===== config.mk =====
export PLATFORM = sky130hd
export DESIGN_NAME = ccio_top
export DESIGN_NICKNAME = d
export VERILOG_FILES = /design/src/ccio_pkg.sv /design/src/ccio_top.sv
export VERILOG_INCLUDE_DIRS = /design/src
export SDC_FILE = /design/constraint.sdc
export NUM_CORES = 1
export LEC_CHECK = 0
export BUFFER_PORTS_ARGS = -buffer_cell sky130_fd_sc_hd__buf_2
export CORE_UTILIZATION = 26
export DETAILED_ROUTE_END_ITERATION = 16
export GPL_TIMING_DRIVEN = 0
export PLACE_DENSITY = 0.52
export SLEW_MARGIN = 20
export SYNTH_ARGS = -nofsm -noshare
export SYNTH_HDL_FRONTEND = slang
export SYNTH_SLANG_ARGS = --single-unit

===== constraint.sdc =====
create_clock -name clk -period 6.3 [get_ports clk]
set_input_delay 1.26 -clock clk [delete_from_list [all_inputs] [get_ports clk]]
set_output_delay 1.26 -clock clk [all_outputs]
set_load 0.05 [all_outputs]

===== src/ccio_consts.svh =====
/*
  Constants for the counter control input/output select block: register
  offsets, field positions, reset values and timing counts.
  Assumes a 25 MHz clock and an Avalon-MM slave with 32-bit word addressing.
*/
// Behaviour
// - Each control input selects one of four functions
// - Three shared sampling start, stop, clock inputs
// - Sample on external clock falling edge only
// - Software picks rise or fall edge per input, except the sample clock
// - Each control output selects one of four sources
// - General output is level, events give one-shot
// - Software selects output polarity per channel
`ifndef CCIO_CONSTS_SVH
`define CCIO_CONSTS_SVH

`define CCIO_CLK_MHZ         25
`define CCIO_MIN_PULSE_NS    50
`define CCIO_MIN_PULSE_CYC   (((`CCIO_MIN_PULSE_NS * `CCIO_CLK_MHZ) + 999) / 1000)

// Word offsets (byte address = 4 * offset)
`define CCIO_REG_IN_FUNC     4'h0
`define CCIO_REG_IN_EDGE     4'h1
`define CCIO_REG_OUT_SRC     4'h2
`define CCIO_REG_OUT_POL     4'h3
`define CCIO_REG_GP_OUT      4'h4
`define CCIO_REG_PULSE_LEN   4'h5
`define CCIO_REG_PIN_STATE   4'h6
`define CCIO_REG_IRQ_STATUS  4'h7
`define CCIO_REG_IRQ_MASK    4'h8

// Edge register field positions
`define CCIO_EDGE_START_BIT  4
`define CCIO_EDGE_STOP_BIT   5

// Reset values and unmapped read data
`define CCIO_PULSE_LEN_RST   16'h00FA
`define CCIO_UNMAPPED_DATA   32'h00000000

`endif


===== src/ccio_pkg.sv =====
/*
  Types for the counter control input/output select block.
  Assumes nothing beyond the constants header.
*/
`default_nettype none
package ccio_pkg;
  typedef enum logic [1:0] {
    CCIO_IN_GENERAL,
    CCIO_IN_STARTSTOP,
    CCIO_IN_PRESET,
    CCIO_IN_ZERO
  } ccio_in_func_t;

  typedef enum logic [1:0] {
    CCIO_OUT_GENERAL,
    CCIO_OUT_MATCH,
    CCIO_OUT_ABNORMAL,
    CCIO_OUT_FILTER
  } ccio_out_src_t;
endpackage : ccio_pkg
`default_nettype wire


===== src/ccio_top.sv =====
/*
  Control input edge logic and control output select for four counter
  channels, plus the shared sampling start, stop and clock inputs.
  Assumes pins are asynchronous to clk and the counter core consumes the
  one-cycle pulses and supplies the one-cycle event strobes.
*/
// The Avalon-MM slave port and the address map were chosen for this implementation.
`timescale 1ns/1ps
`include "ccio_consts.svh"
`default_nettype none
module ccio_top
  import ccio_pkg::*;
(
  input  wire logic        clk,
  input  wire logic        nrst,
  input  wire logic [3:0]  avs_address,
  input  wire logic        avs_read,
  input  wire logic        avs_write,
  input  wire logic [31:0] avs_writedata,
  output logic      [31:0] avs_readdata,
  output logic             avs_waitrequest,
  input  wire logic [3:0]  chan_ctrl_in,
  input  wire logic        sample_clock_pin,
  input  wire logic        sample_start_pin,
  input  wire logic        sample_stop_pin,
  input  wire logic [3:0]  match_event,
  input  wire logic [3:0]  abnormal_event,
  input  wire logic [3:0]  filter_event,
  output logic      [3:0]  chan_ctrl_out,
  output logic      [3:0]  count_startstop,
  output logic      [3:0]  count_preset,
  output logic      [3:0]  count_zero,
  output logic      [3:0]  gp_in_level,
  output logic             ext_sample_clock_in,
  output logic             ext_sample_start_in,
  output logic             ext_sample_stop_in,
  output logic             irq
);

  ////////////////////////////////////////////////////////////////////////////
  // Reset release
  logic [1:0] rst_sync;
  wire        rst_n = rst_sync[1];

  always_ff @(posedge clk or negedge nrst) begin
    if (!nrst) rst_sync <= 2'h0;
    else       rst_sync <= {rst_sync[0], 1'b1};
  end

  ////////////////////////////////////////////////////////////////////////////
  // Registers
  logic [7:0]  in_func;
  logic [5:0]  in_edge;
  logic [7:0]  out_src;
  logic [3:0]  out_pol;
  logic [3:0]  gp_out;
  logic [15:0] pulse_len;
  logic [6:0]  irq_status;
  logic [6:0]  irq_mask;

  wire wr = avs_write && !avs_waitrequest;
  wire rd = avs_read && !avs_waitrequest;
  wire wr_func  = wr && (avs_address == `CCIO_REG_IN_FUNC);
  wire wr_edge  = wr && (avs_address == `CCIO_REG_IN_EDGE);
  wire wr_src   = wr && (avs_address == `CCIO_REG_OUT_SRC);
  wire wr_pol   = wr && (avs_address == `CCIO_REG_OUT_POL);
  wire wr_gp    = wr && (avs_address == `CCIO_REG_GP_OUT);
  wire wr_len   = wr && (avs_address == `CCIO_REG_PULSE_LEN);
  wire wr_stat  = wr && (avs_address == `CCIO_REG_IRQ_STATUS);
  wire wr_mask  = wr && (avs_address == `CCIO_REG_IRQ_MASK);

  ////////////////////////////////////////////////////////////////////////////
  // Input synchronisers: three stages, change accepted when stages 2 and 3 agree
  localparam int NIN = 7;
  wire  [NIN-1:0] pins = {sample_stop_pin, sample_start_pin, sample_clock_pin, chan_ctrl_in};
  logic [NIN-1:0] s1, s2, s3, lvl;

  // Pins idle high on their pull-ups; start there so reset makes no edge
  always_ff @(posedge clk or negedge rst_n) begin
    if (!rst_n) begin
      s1  <= '1;
      s2  <= '1;
      s3  <= '1;
      lvl <= '1;
    end else begin
      s1  <= pins;
      s2  <= s1;
      s3  <= s2;
      lvl <= (s2 & s3) | (lvl & ~(~s2 & ~s3));
    end
  end

  wire [NIN-1:0] next_lvl = (s2 == s3) ? s2 : lvl;
  wire [NIN-1:0] rise     = next_lvl & ~lvl;
  wire [NIN-1:0] fall     = ~next_lvl & lvl;

  // Edge choice per input except the sample clock (falling only): bit set selects falling edge
  wire [3:0] chan_edge  = (rise[3:0] & ~in_edge[3:0]) | (fall[3:0] & in_edge[3:0]);
  wire       start_edge = in_edge[`CCIO_EDGE_START_BIT] ? fall[5] : rise[5];
  wire       stop_edge  = in_edge[`CCIO_EDGE_STOP_BIT] ? fall[6] : rise[6];
  wire       clk_edge   = fall[4];

  logic [3:0] next_ss, next_pre, next_zero;
  always_comb begin
    for (int i = 0; i < 4; i++) begin
      next_ss[i]   = chan_edge[i] && (ccio_in_func_t'(in_func[2*i +: 2]) == CCIO_IN_STARTSTOP);
      next_pre[i]  = chan_edge[i] && (ccio_in_func_t'(in_func[2*i +: 2]) == CCIO_IN_PRESET);
      next_zero[i] = chan_edge[i] && (ccio_in_func_t'(in_func[2*i +: 2]) == CCIO_IN_ZERO);
    end
  end

  always_ff @(posedge clk or negedge rst_n) begin
    if (!rst_n) begin
      count_startstop     <= 4'h0;
      count_preset        <= 4'h0;
      count_zero          <= 4'h0;
      gp_in_level         <= 4'h0;
      ext_sample_clock_in <= 1'b0;
      ext_sample_start_in <= 1'b0;
      ext_sample_stop_in  <= 1'b0;
    end else begin
      count_startstop     <= next_ss;
      count_preset        <= next_pre;
      count_zero          <= next_zero;
      gp_in_level         <= lvl[3:0];
      ext_sample_clock_in <= clk_edge;
      ext_sample_start_in <= start_edge;
      ext_sample_stop_in  <= stop_edge;
    end
  end

  ////////////////////////////////////////////////////////////////////////////
  // Control outputs: level or one-shot, with polarity
  logic [3:0]  shot;
  logic [15:0] shot_cnt [4];
  logic [3:0]  ev;

  always_comb begin
    for (int i = 0; i < 4; i++) begin
      unique case (ccio_out_src_t'(out_src[2*i +: 2]))
        CCIO_OUT_GENERAL:  ev[i] = 1'b0;
        CCIO_OUT_MATCH:    ev[i] = match_event[i];
        CCIO_OUT_ABNORMAL: ev[i] = abnormal_event[i];
        CCIO_OUT_FILTER:   ev[i] = filter_event[i];
      endcase
    end
  end

  wire [3:0] is_gp;
  for (genvar g = 0; g < 4; g++) begin : g_out
    assign is_gp[g] = (ccio_out_src_t'(out_src[2*g +: 2]) == CCIO_OUT_GENERAL);

    always_ff @(posedge clk or negedge rst_n) begin
      if (!rst_n) begin
        shot[g]     <= 1'b0;
        shot_cnt[g] <= 16'h0000;
      end else if (ev[g]) begin
        shot[g]     <= 1'b1;
        shot_cnt[g] <= pulse_len;
      end else if (shot_cnt[g] > 16'h0001) begin
        shot_cnt[g] <= shot_cnt[g] - 16'h0001;
      end else begin
        shot[g]     <= 1'b0;
        shot_cnt[g] <= 16'h0000;
      end
    end
  end

  wire [3:0] active = (is_gp & gp_out) | (~is_gp & shot);

  ////////////////////////////////////////////////////////////////////////////
  // Interrupt status: four channel-input events and three sampling events
  wire [6:0] irq_ev = {stop_edge, start_edge, clk_edge, chan_edge};
  wire [6:0] next_status = (irq_status & ~({7{wr_stat}} & avs_writedata[6:0])) | irq_ev;

  ////////////////////////////////////////////////////////////////////////////
  // Register bus
  wire [31:0] rd_mux =
    (avs_address == `CCIO_REG_IN_FUNC)   ? {24'h0, in_func} :
    (avs_address == `CCIO_REG_IN_EDGE)   ? {26'h0, in_edge} :
    (avs_address == `CCIO_REG_OUT_SRC)   ? {24'h0, out_src} :
    (avs_address == `CCIO_REG_OUT_POL)   ? {28'h0, out_pol} :
    (avs_address == `CCIO_REG_GP_OUT)    ? {28'h0, gp_out} :
    (avs_address == `CCIO_REG_PULSE_LEN) ? {16'h0, pulse_len} :
    (avs_address == `CCIO_REG_PIN_STATE) ? {21'h0, lvl, chan_ctrl_out} :
    (avs_address == `CCIO_REG_IRQ_STATUS)? {25'h0, irq_status} :
    (avs_address == `CCIO_REG_IRQ_MASK)  ? {25'h0, irq_mask} :
    `CCIO_UNMAPPED_DATA;

  always_ff @(posedge clk or negedge rst_n) begin
    if (!rst_n) begin
      avs_waitrequest <= 1'b1;
      avs_readdata    <= 32'h00000000;
    end else begin
      avs_waitrequest <= !((avs_read || avs_write) && avs_waitrequest);
      if (avs_read && avs_waitrequest) avs_readdata <= rd_mux;
    end
  end

  always_ff @(posedge clk or negedge rst_n) begin
    if (!rst_n) begin
      in_func    <= 8'h00;
      in_edge    <= 6'h00;
      out_src    <= 8'h00;
      out_pol    <= 4'h0;
      gp_out     <= 4'h0;
      pulse_len  <= `CCIO_PULSE_LEN_RST;
      irq_status <= 7'h00;
      irq_mask   <= 7'h00;
    end else begin
      if (wr_func) in_func   <= avs_writedata[7:0];
      if (wr_edge) in_edge   <= avs_writedata[5:0];
      if (wr_src)  out_src   <= avs_writedata[7:0];
      if (wr_pol)  out_pol   <= avs_writedata[3:0];
      if (wr_gp)   gp_out    <= avs_writedata[3:0];
      if (wr_len)  pulse_len <= avs_writedata[15:0];
      if (wr_mask) irq_mask  <= avs_writedata[6:0];
      irq_status <= next_status;
    end
  end

  always_ff @(posedge clk or negedge rst_n) begin
    if (!rst_n) begin
      chan_ctrl_out <= 4'h0;
      irq           <= 1'b0;
    end else begin
      chan_ctrl_out <= active ^ out_pol;
      irq           <= |(next_status & irq_mask);
    end
  end

  ////////////////////////////////////////////////////////////////////////////
  // Checks
  a_clock_falls_only: assert property (@(posedge clk) disable iff (!rst_n)
    ext_sample_clock_in |-> $past(lvl[4]) && !lvl[4])
    else $error("sample clock pulse without falling edge");

  a_start_edge_sel: assert property (@(posedge clk) disable iff (!rst_n)
    ($rose(lvl[5]) && !in_edge[`CCIO_EDGE_START_BIT] && !$past(wr_edge)) |-> ext_sample_start_in)
    else $error("start rise missed");

  a_func_preset: assert property (@(posedge clk) disable iff (!rst_n)
    count_preset[0] |-> $past(in_func[1:0]) == 2'h2)
    else $error("preset pulse under wrong function");

  a_func_exclusive: assert property (@(posedge clk) disable iff (!rst_n)
    !(count_preset[0] && count_zero[0]))
    else $error("preset and zero together");

  a_pulse_one_cycle: assert property (@(posedge clk) disable iff (!rst_n)
    count_zero[1] |=> !count_zero[1])
    else $error("zero pulse longer than a cycle");

  a_gp_level: assert property (@(posedge clk) disable iff (!rst_n)
    (is_gp[0] && $stable(gp_out[0]) && $stable(out_pol[0]) && $stable(is_gp[0]))
      |-> chan_ctrl_out[0] == (gp_out[0] ^ out_pol[0]))
    else $error("general output not level");

  a_shot_starts: assert property (@(posedge clk) disable iff (!rst_n)
    (ev[2] && pulse_len > 16'h0002) |=> ##1 shot[2])
    else $error("one-shot did not start");

  a_out_polarity: assert property (@(posedge clk) disable iff (!rst_n)
    chan_ctrl_out[3] == ($past(active[3]) ^ $past(out_pol[3])))
    else $error("output polarity wrong");

  a_src_match: assert property (@(posedge clk) disable iff (!rst_n)
    (out_src[3:2] == 2'h1 && match_event[1]) |=> shot[1])
    else $error("match event not routed");

endmodule : ccio_top
`default_nettype wire


**After elaboration in Yosys (flattened, before gate mapping)**

Cells that the tools add are included.
Widths: inputs -> output; s select.

- Add/subtract/negate cells: 4
- Order comparisons: 4
- Equal/unequal tests: 37
- Mux-type cells: 32
- Bitwise gates (word level): 25
- Reductions and logical operators: 32

Operators by type and width:

| kind | number |
|---|---|
| $mux 16 | 14 |
| $gt 16x1->1 const B | 4 |
| $sub 16x1->16 const B | 4 |
| $and 7x7->7 | 8 |
| $not 7->7 | 6 |
| $eq 2x2->1 const B | 16 |
| $logic_and 1x1->1 | 23 |
| $mux 7 | 3 |
| $and 4x4->4 | 4 |
| $eq 2x1->1 const B | 8 |
| $eq 4x3->1 const B | 4 |
| $pmux 1 s4 | 4 |
| $or 7x7->7 | 2 |
| $mux 11 | 1 |
| $mux 1 | 10 |
| $eq 4x2->1 const B | 2 |
| $logic_not 2->1 | 4 |
| $ne 2x2->1 const B | 4 |
| $not 4->4 | 2 |
| $or 4x4->4 | 2 |
| $eq 7x7->1 | 1 |
| $reduce_or 7->1 | 1 |
| $eq 4x1->1 const B | 1 |
| $eq 4x4->1 const B | 1 |
| other kinds (4) | 5 |

- Register bits: 215
- Bits of input ports: 59
- Output and inout port bits: 57
- Word-level logic and storage cells: 166

**Depth between registers and ports, before layout**

- Depth after elaboration: 10
- Depth in mapped cells: 10
- Depth with buffers taken out: 7

**Least setup slack after synthesis**

No wires, ideal clock.

- Kind: input port to flip-flop
- Start point: in avs_address[3]
- End point: reg pulse_len[10]
- Library setup time: 0.125 ns
- Arrival: 2.676 ns
- Required time: 6.175 ns
- Setup slack: 3.499 ns
- Stages: 6
- Buffers on the path: 2
- Cell sequence: clkbuf_1 > nand2b_1 > nor3b_1 > nand2_1 > clkbuf_1 > mux2_2

- Cells in the longest elaborated chain, start to end: 2

Ends and longest elaborated chain:

| item | RTL line | source |
|---|---|---|
| start: declaration | ccio_top.sv:16 | `input wire logic [3:0] avs_address,` |
| $eq 4x3->1 (no line) | -- |  |
| $logic_and 1x1->1 | ccio_top.sv:68 | `` wire wr_len = wr && (avs_address == `CCIO_REG_PULSE_LEN); `` |
| end signal: assignment | ccio_top.sv:207 | `` pulse_len <= `CCIO_PULSE_LEN_RST; `` |
| end signal: assignment | ccio_top.sv:216 | `if (wr_len) pulse_len <= avs_writedata[15:0];` |
| end: declaration | ccio_top.sv:57 | `logic [15:0] pulse_len;` |

Every way passes these cells.
A chain may end at the register's enable or synchronous reset.

**Final worst setup path**

- Start point: in avs_address[0]
- End point: reg avs_readdata[6]

- Cells in the longest elaborated chain, start to end: 10
- Elaborated cells on any way between the ends: 18
- Those cells by class: 8 x eq/ne; 9 x mux; 1 x reduce/logical

Ends and longest elaborated chain:

| item | RTL line | source |
|---|---|---|
| $eq 4x4->1 (no line) | -- |  |
| $mux 7 (no line) (2 in series) | -- |  |
| $mux 11 (no line) | -- |  |
| $mux 16 (no line) (5 in series) | -- |  |
| $mux 16 (no line) (*) | -- |  |
| end signal: assignment | ccio_top.sv:196 | `if (avs_read && avs_waitrequest) avs_readdata <= rd_mux;` |
| end: declaration | ccio_top.sv:20 | `output logic [31:0] avs_readdata,` |

Mark *: on every way between the ends. The rest lies on a longest branch, timed or not.

==> results.md <==
- Status: finished clean
- H-tree levels: 4
- Setup crit start kind: primary input
- Number of synthesized flops with an enable pin: 0
- Full die area: 37700 sq um
- Max Slew Vio Count: 0
- Post-synthesis cell area: 9600 sq um
- Worst hold path class: flop to async pin
- Syn Area/Cell: 10.5 sq um
- DR iter-0 viols: 421
- Commonest cells after routing, fill and taps aside: dfrtp_1 (163), nand2_1 (116), buf_2 (83), o21ai_0 (59), mux2_2 (59)
- End of the worst register-to-register path: irq
- Unrepaired setup endpoints after global routing: false
- Placeable Area: 36400 sq um
- Total setup buffers inserted after CTS: 0
- # hold bufs at CTS: 0
- Register-to-register setup slack: 3290 ps
- Final core utilization: 31.1%
- Worst-path clk slew: 70 ps
- Die width: 194 um
- Clock Latency Late Sink: 440 ps
- TritonCTS clock tree: built
- Commonest non-fill, non-tap cell in the layout: dfrtp_1
- Post-synthesis sequential area ratio: 52.3%
- PortBufs: 81
- Non-filler cells, final: 1518
- Headroom to the max-slew limit: 27.3%
- Synth area leader: dfrtp_1
- Top cell type's share of synthesized area: 42.7%
- Share of cells above drive strength 1: 23.2%
- Total number of vias: 7187
- Final min period: 3330 ps
- RePlAce Congestion: 0.893
- Hold Fails Final Rpt: 0
- Placed Instances: 1486
- Critical R2R Launch: s2[2]
- ANT cells: 0
- Async S/R FF share, synth: 100%
- Layout area overhead: 18.1%
- Final Power: 4.37 mW
- Chip Height: 194 um
- Setup Viol. Count Final: 0
- Max VDD drop: 0.194 mV
- R2R depth: 7
- Synth unique cells: 60
- Required @ worst endpoint: 6580 ps
- Worst setup startpoint: avs_address[0]
- Pwr dens: 385 nW/um^2
- #FFs+latches synth: 199
- Worst Tran Pin Value: 1060 ps
- Fin nets: 1118
- Setup ws final: 2970 ps
- Synth area leaders: dfrtp_1 (43%), dfstp_2 (9.6%), mux2_2 (6.9%)
- Synth Warn #: 0
- Via/cell ratio: 4.73
- First drt pass iteration count: 5
- Row Count: 70
- Tot GR Track Use: 14.5%
- Top_reg_cell synth: dfrtp_1
- Initial antenna violation count: 1
- Worst Skew: 13.7 ps
- Global route total overflow: 0
- Cells after Synth: 918
- ANT nets after route: 0
- CTS Buf Count: 17
- Kind of critical path: primary input to flop
- Post-Route WL: 26600 um
- Final period utilization: 52.9%
- CTS sink cnt: 199
- CP endpoint: avs_readdata[6]
- Residual DRC count: 0
- Worst Path Arrival: 3620 ps
- Root buf cell: clkbuf_16
- # IOs: 116
- Maxcap violations: 0
- Crit Path Max Fanout: 10
- Pleak: 5.04 nW
- Post_cts resized: 0
- Endpoint class of the critical path: flop
- Initial Utilization: 26.4%
- Vias in the first global route: 7159
- First-pass GRT wire length: 42000 um
- DP Wirelength: 19000 um
- Largest net degree at the start of global routing: 54
- Fmax: 300 MHz
- Routed length per placed instance: 17.5 um
- Maximum clock insertion buffer count: 2
- Post-place setup slack: 2610 ps
registers in the layout, summed over array words and instances (netlist names), 6 cells and up:
register      cells
avs_readdata     16
in_edge           6
in_func           8
irq_mask          7
irq_status        7
lvl               7
out_src           8
pulse_len        16
s1                7
s2                7
s3                7
shot_cnt         64
synthesized netlist by cell type, types with 3 or more instances:
| library cell | number |
|---|---|
| dfrtp_1 | 164 |
| nand2_1 | 116 |
| mux2_2 | 59 |
| o21ai_0 | 59 |
| nor2_1 | 49 |
| inv_1 | 36 |
| a21oi_1 | 35 |
| dfstp_2 | 35 |
| o31ai_1 | 30 |
| clkbuf_1 | 29 |
| xnor2_1 | 27 |
| nand3_1 | 25 |
| ha_1 | 22 |
| xor2_1 | 22 |
| nor3_1 | 18 |
| buf_4 | 17 |
| mux2i_1 | 13 |
| nor4_1 | 12 |
| nand2b_1 | 11 |
| a22oi_1 | 10 |
| and3b_1 | 10 |
| a21o_1 | 9 |
| o21ai_1 | 9 |
| nor3b_1 | 8 |
| or4_1 | 7 |
| and3_1 | 6 |
| nor2b_1 | 6 |
| or3_1 | 6 |
| a211oi_1 | 5 |
| a32oi_1 | 5 |
| o22ai_1 | 5 |
| buf_1 | 4 |
| o21bai_1 | 4 |
| or2_2 | 4 |
| or4_4 | 4 |
| a31oi_1 | 3 |
| nand4_1 | 3 |
| o211a_1 | 3 |
kinds of logic (layout without fill, tap and decap cells):
logic type | Yosys count | in the layout | share of synthesized area (%)
flops | 199 | 199 | 52.3
xor+xnor | 49 | 49 | 4.47
other cells | 2 | 17 | 0.0782
simple gates | 299 | 299 | 15.7
compound gates | 186 | 186 | 12.1
buf+inv | 89 | 206 | 4.25
mux | 72 | 72 | 8.27
fa+ha+maj | 22 | 22 | 2.87
report_power, final:
| part | internal [mW] | switching (mW) | total (mW) |
|---|---|---|---|
| clock network | 0.566 | 0.536 | 1.10 |
| logic | 0.534 | 0.717 | 1.25 |
| registers | 1.62 | 0.399 | 2.02 |
area by class of cell:
class | count | area [sq um]
fillers | 3786 | 25100
flip-flops and latches | 199 | 5030
multi-input cells | 645 | 4230
well taps | 468 | 586
repair buffers | 85 | 508
clock buffers | 18 | 429
plain buffers | 53 | 273
clock inverters | 14 | 158
inverters | 36 | 135
worst max-delay path, stage by stage:
cell and delay [ps]:
buf_2 120, clkbuf_1 320, clkbuf_1 390, clkbuf_1 430, nor2_1 100, a2111oi_0 940, nor2_1 70
worst min path at each step:
stage | cells past startpoint | endpoint | slack (ps) | start
after floorplan | 0 | rst_sync[1] | 330 | rst_sync[0]
after global placement | 0 | rst_sync[1] | 340 | rst_sync[0]
after detailed placement | 0 | ext_sample_stop_in | 180 | rst_sync[1]
after CTS | 0 | ext_sample_stop_in | 190 | rst_sync[1]
after global routing | 0 | ext_sample_clock_in | 200 | rst_sync[1]
final | 0 | ext_sample_stop_in | 180 | rst_sync[1]
metrics by stage:
stage / hold WS (ps) / cell area, sq um / setup TNS, ps
floorplan: 331 / 9660 / 0
CTS: 189 / 11300 / 0
global placement: 337 / 10700 / -363050
global route: 197 / 11300 / 0
finish: 181 / 11300 / 0
detailed placement: 182 / 10800 / 0
routing by layer:
| layer | track usage (%) | part of all wire, % | up-vias |
|---|---|---|---|
| met2 | 23.4 | 47 | 170 |
| li1 | - | - | 3444 |
| met1 | 19.5 | 47 | 3531 |
| met5 | 0 | 0.049 | - |
| met4 | 5.06 | 2.3 | 2 |
| met3 | 2.45 | 3.5 | 40 |
No activity file was read; power rests on OpenSTA's default activity.
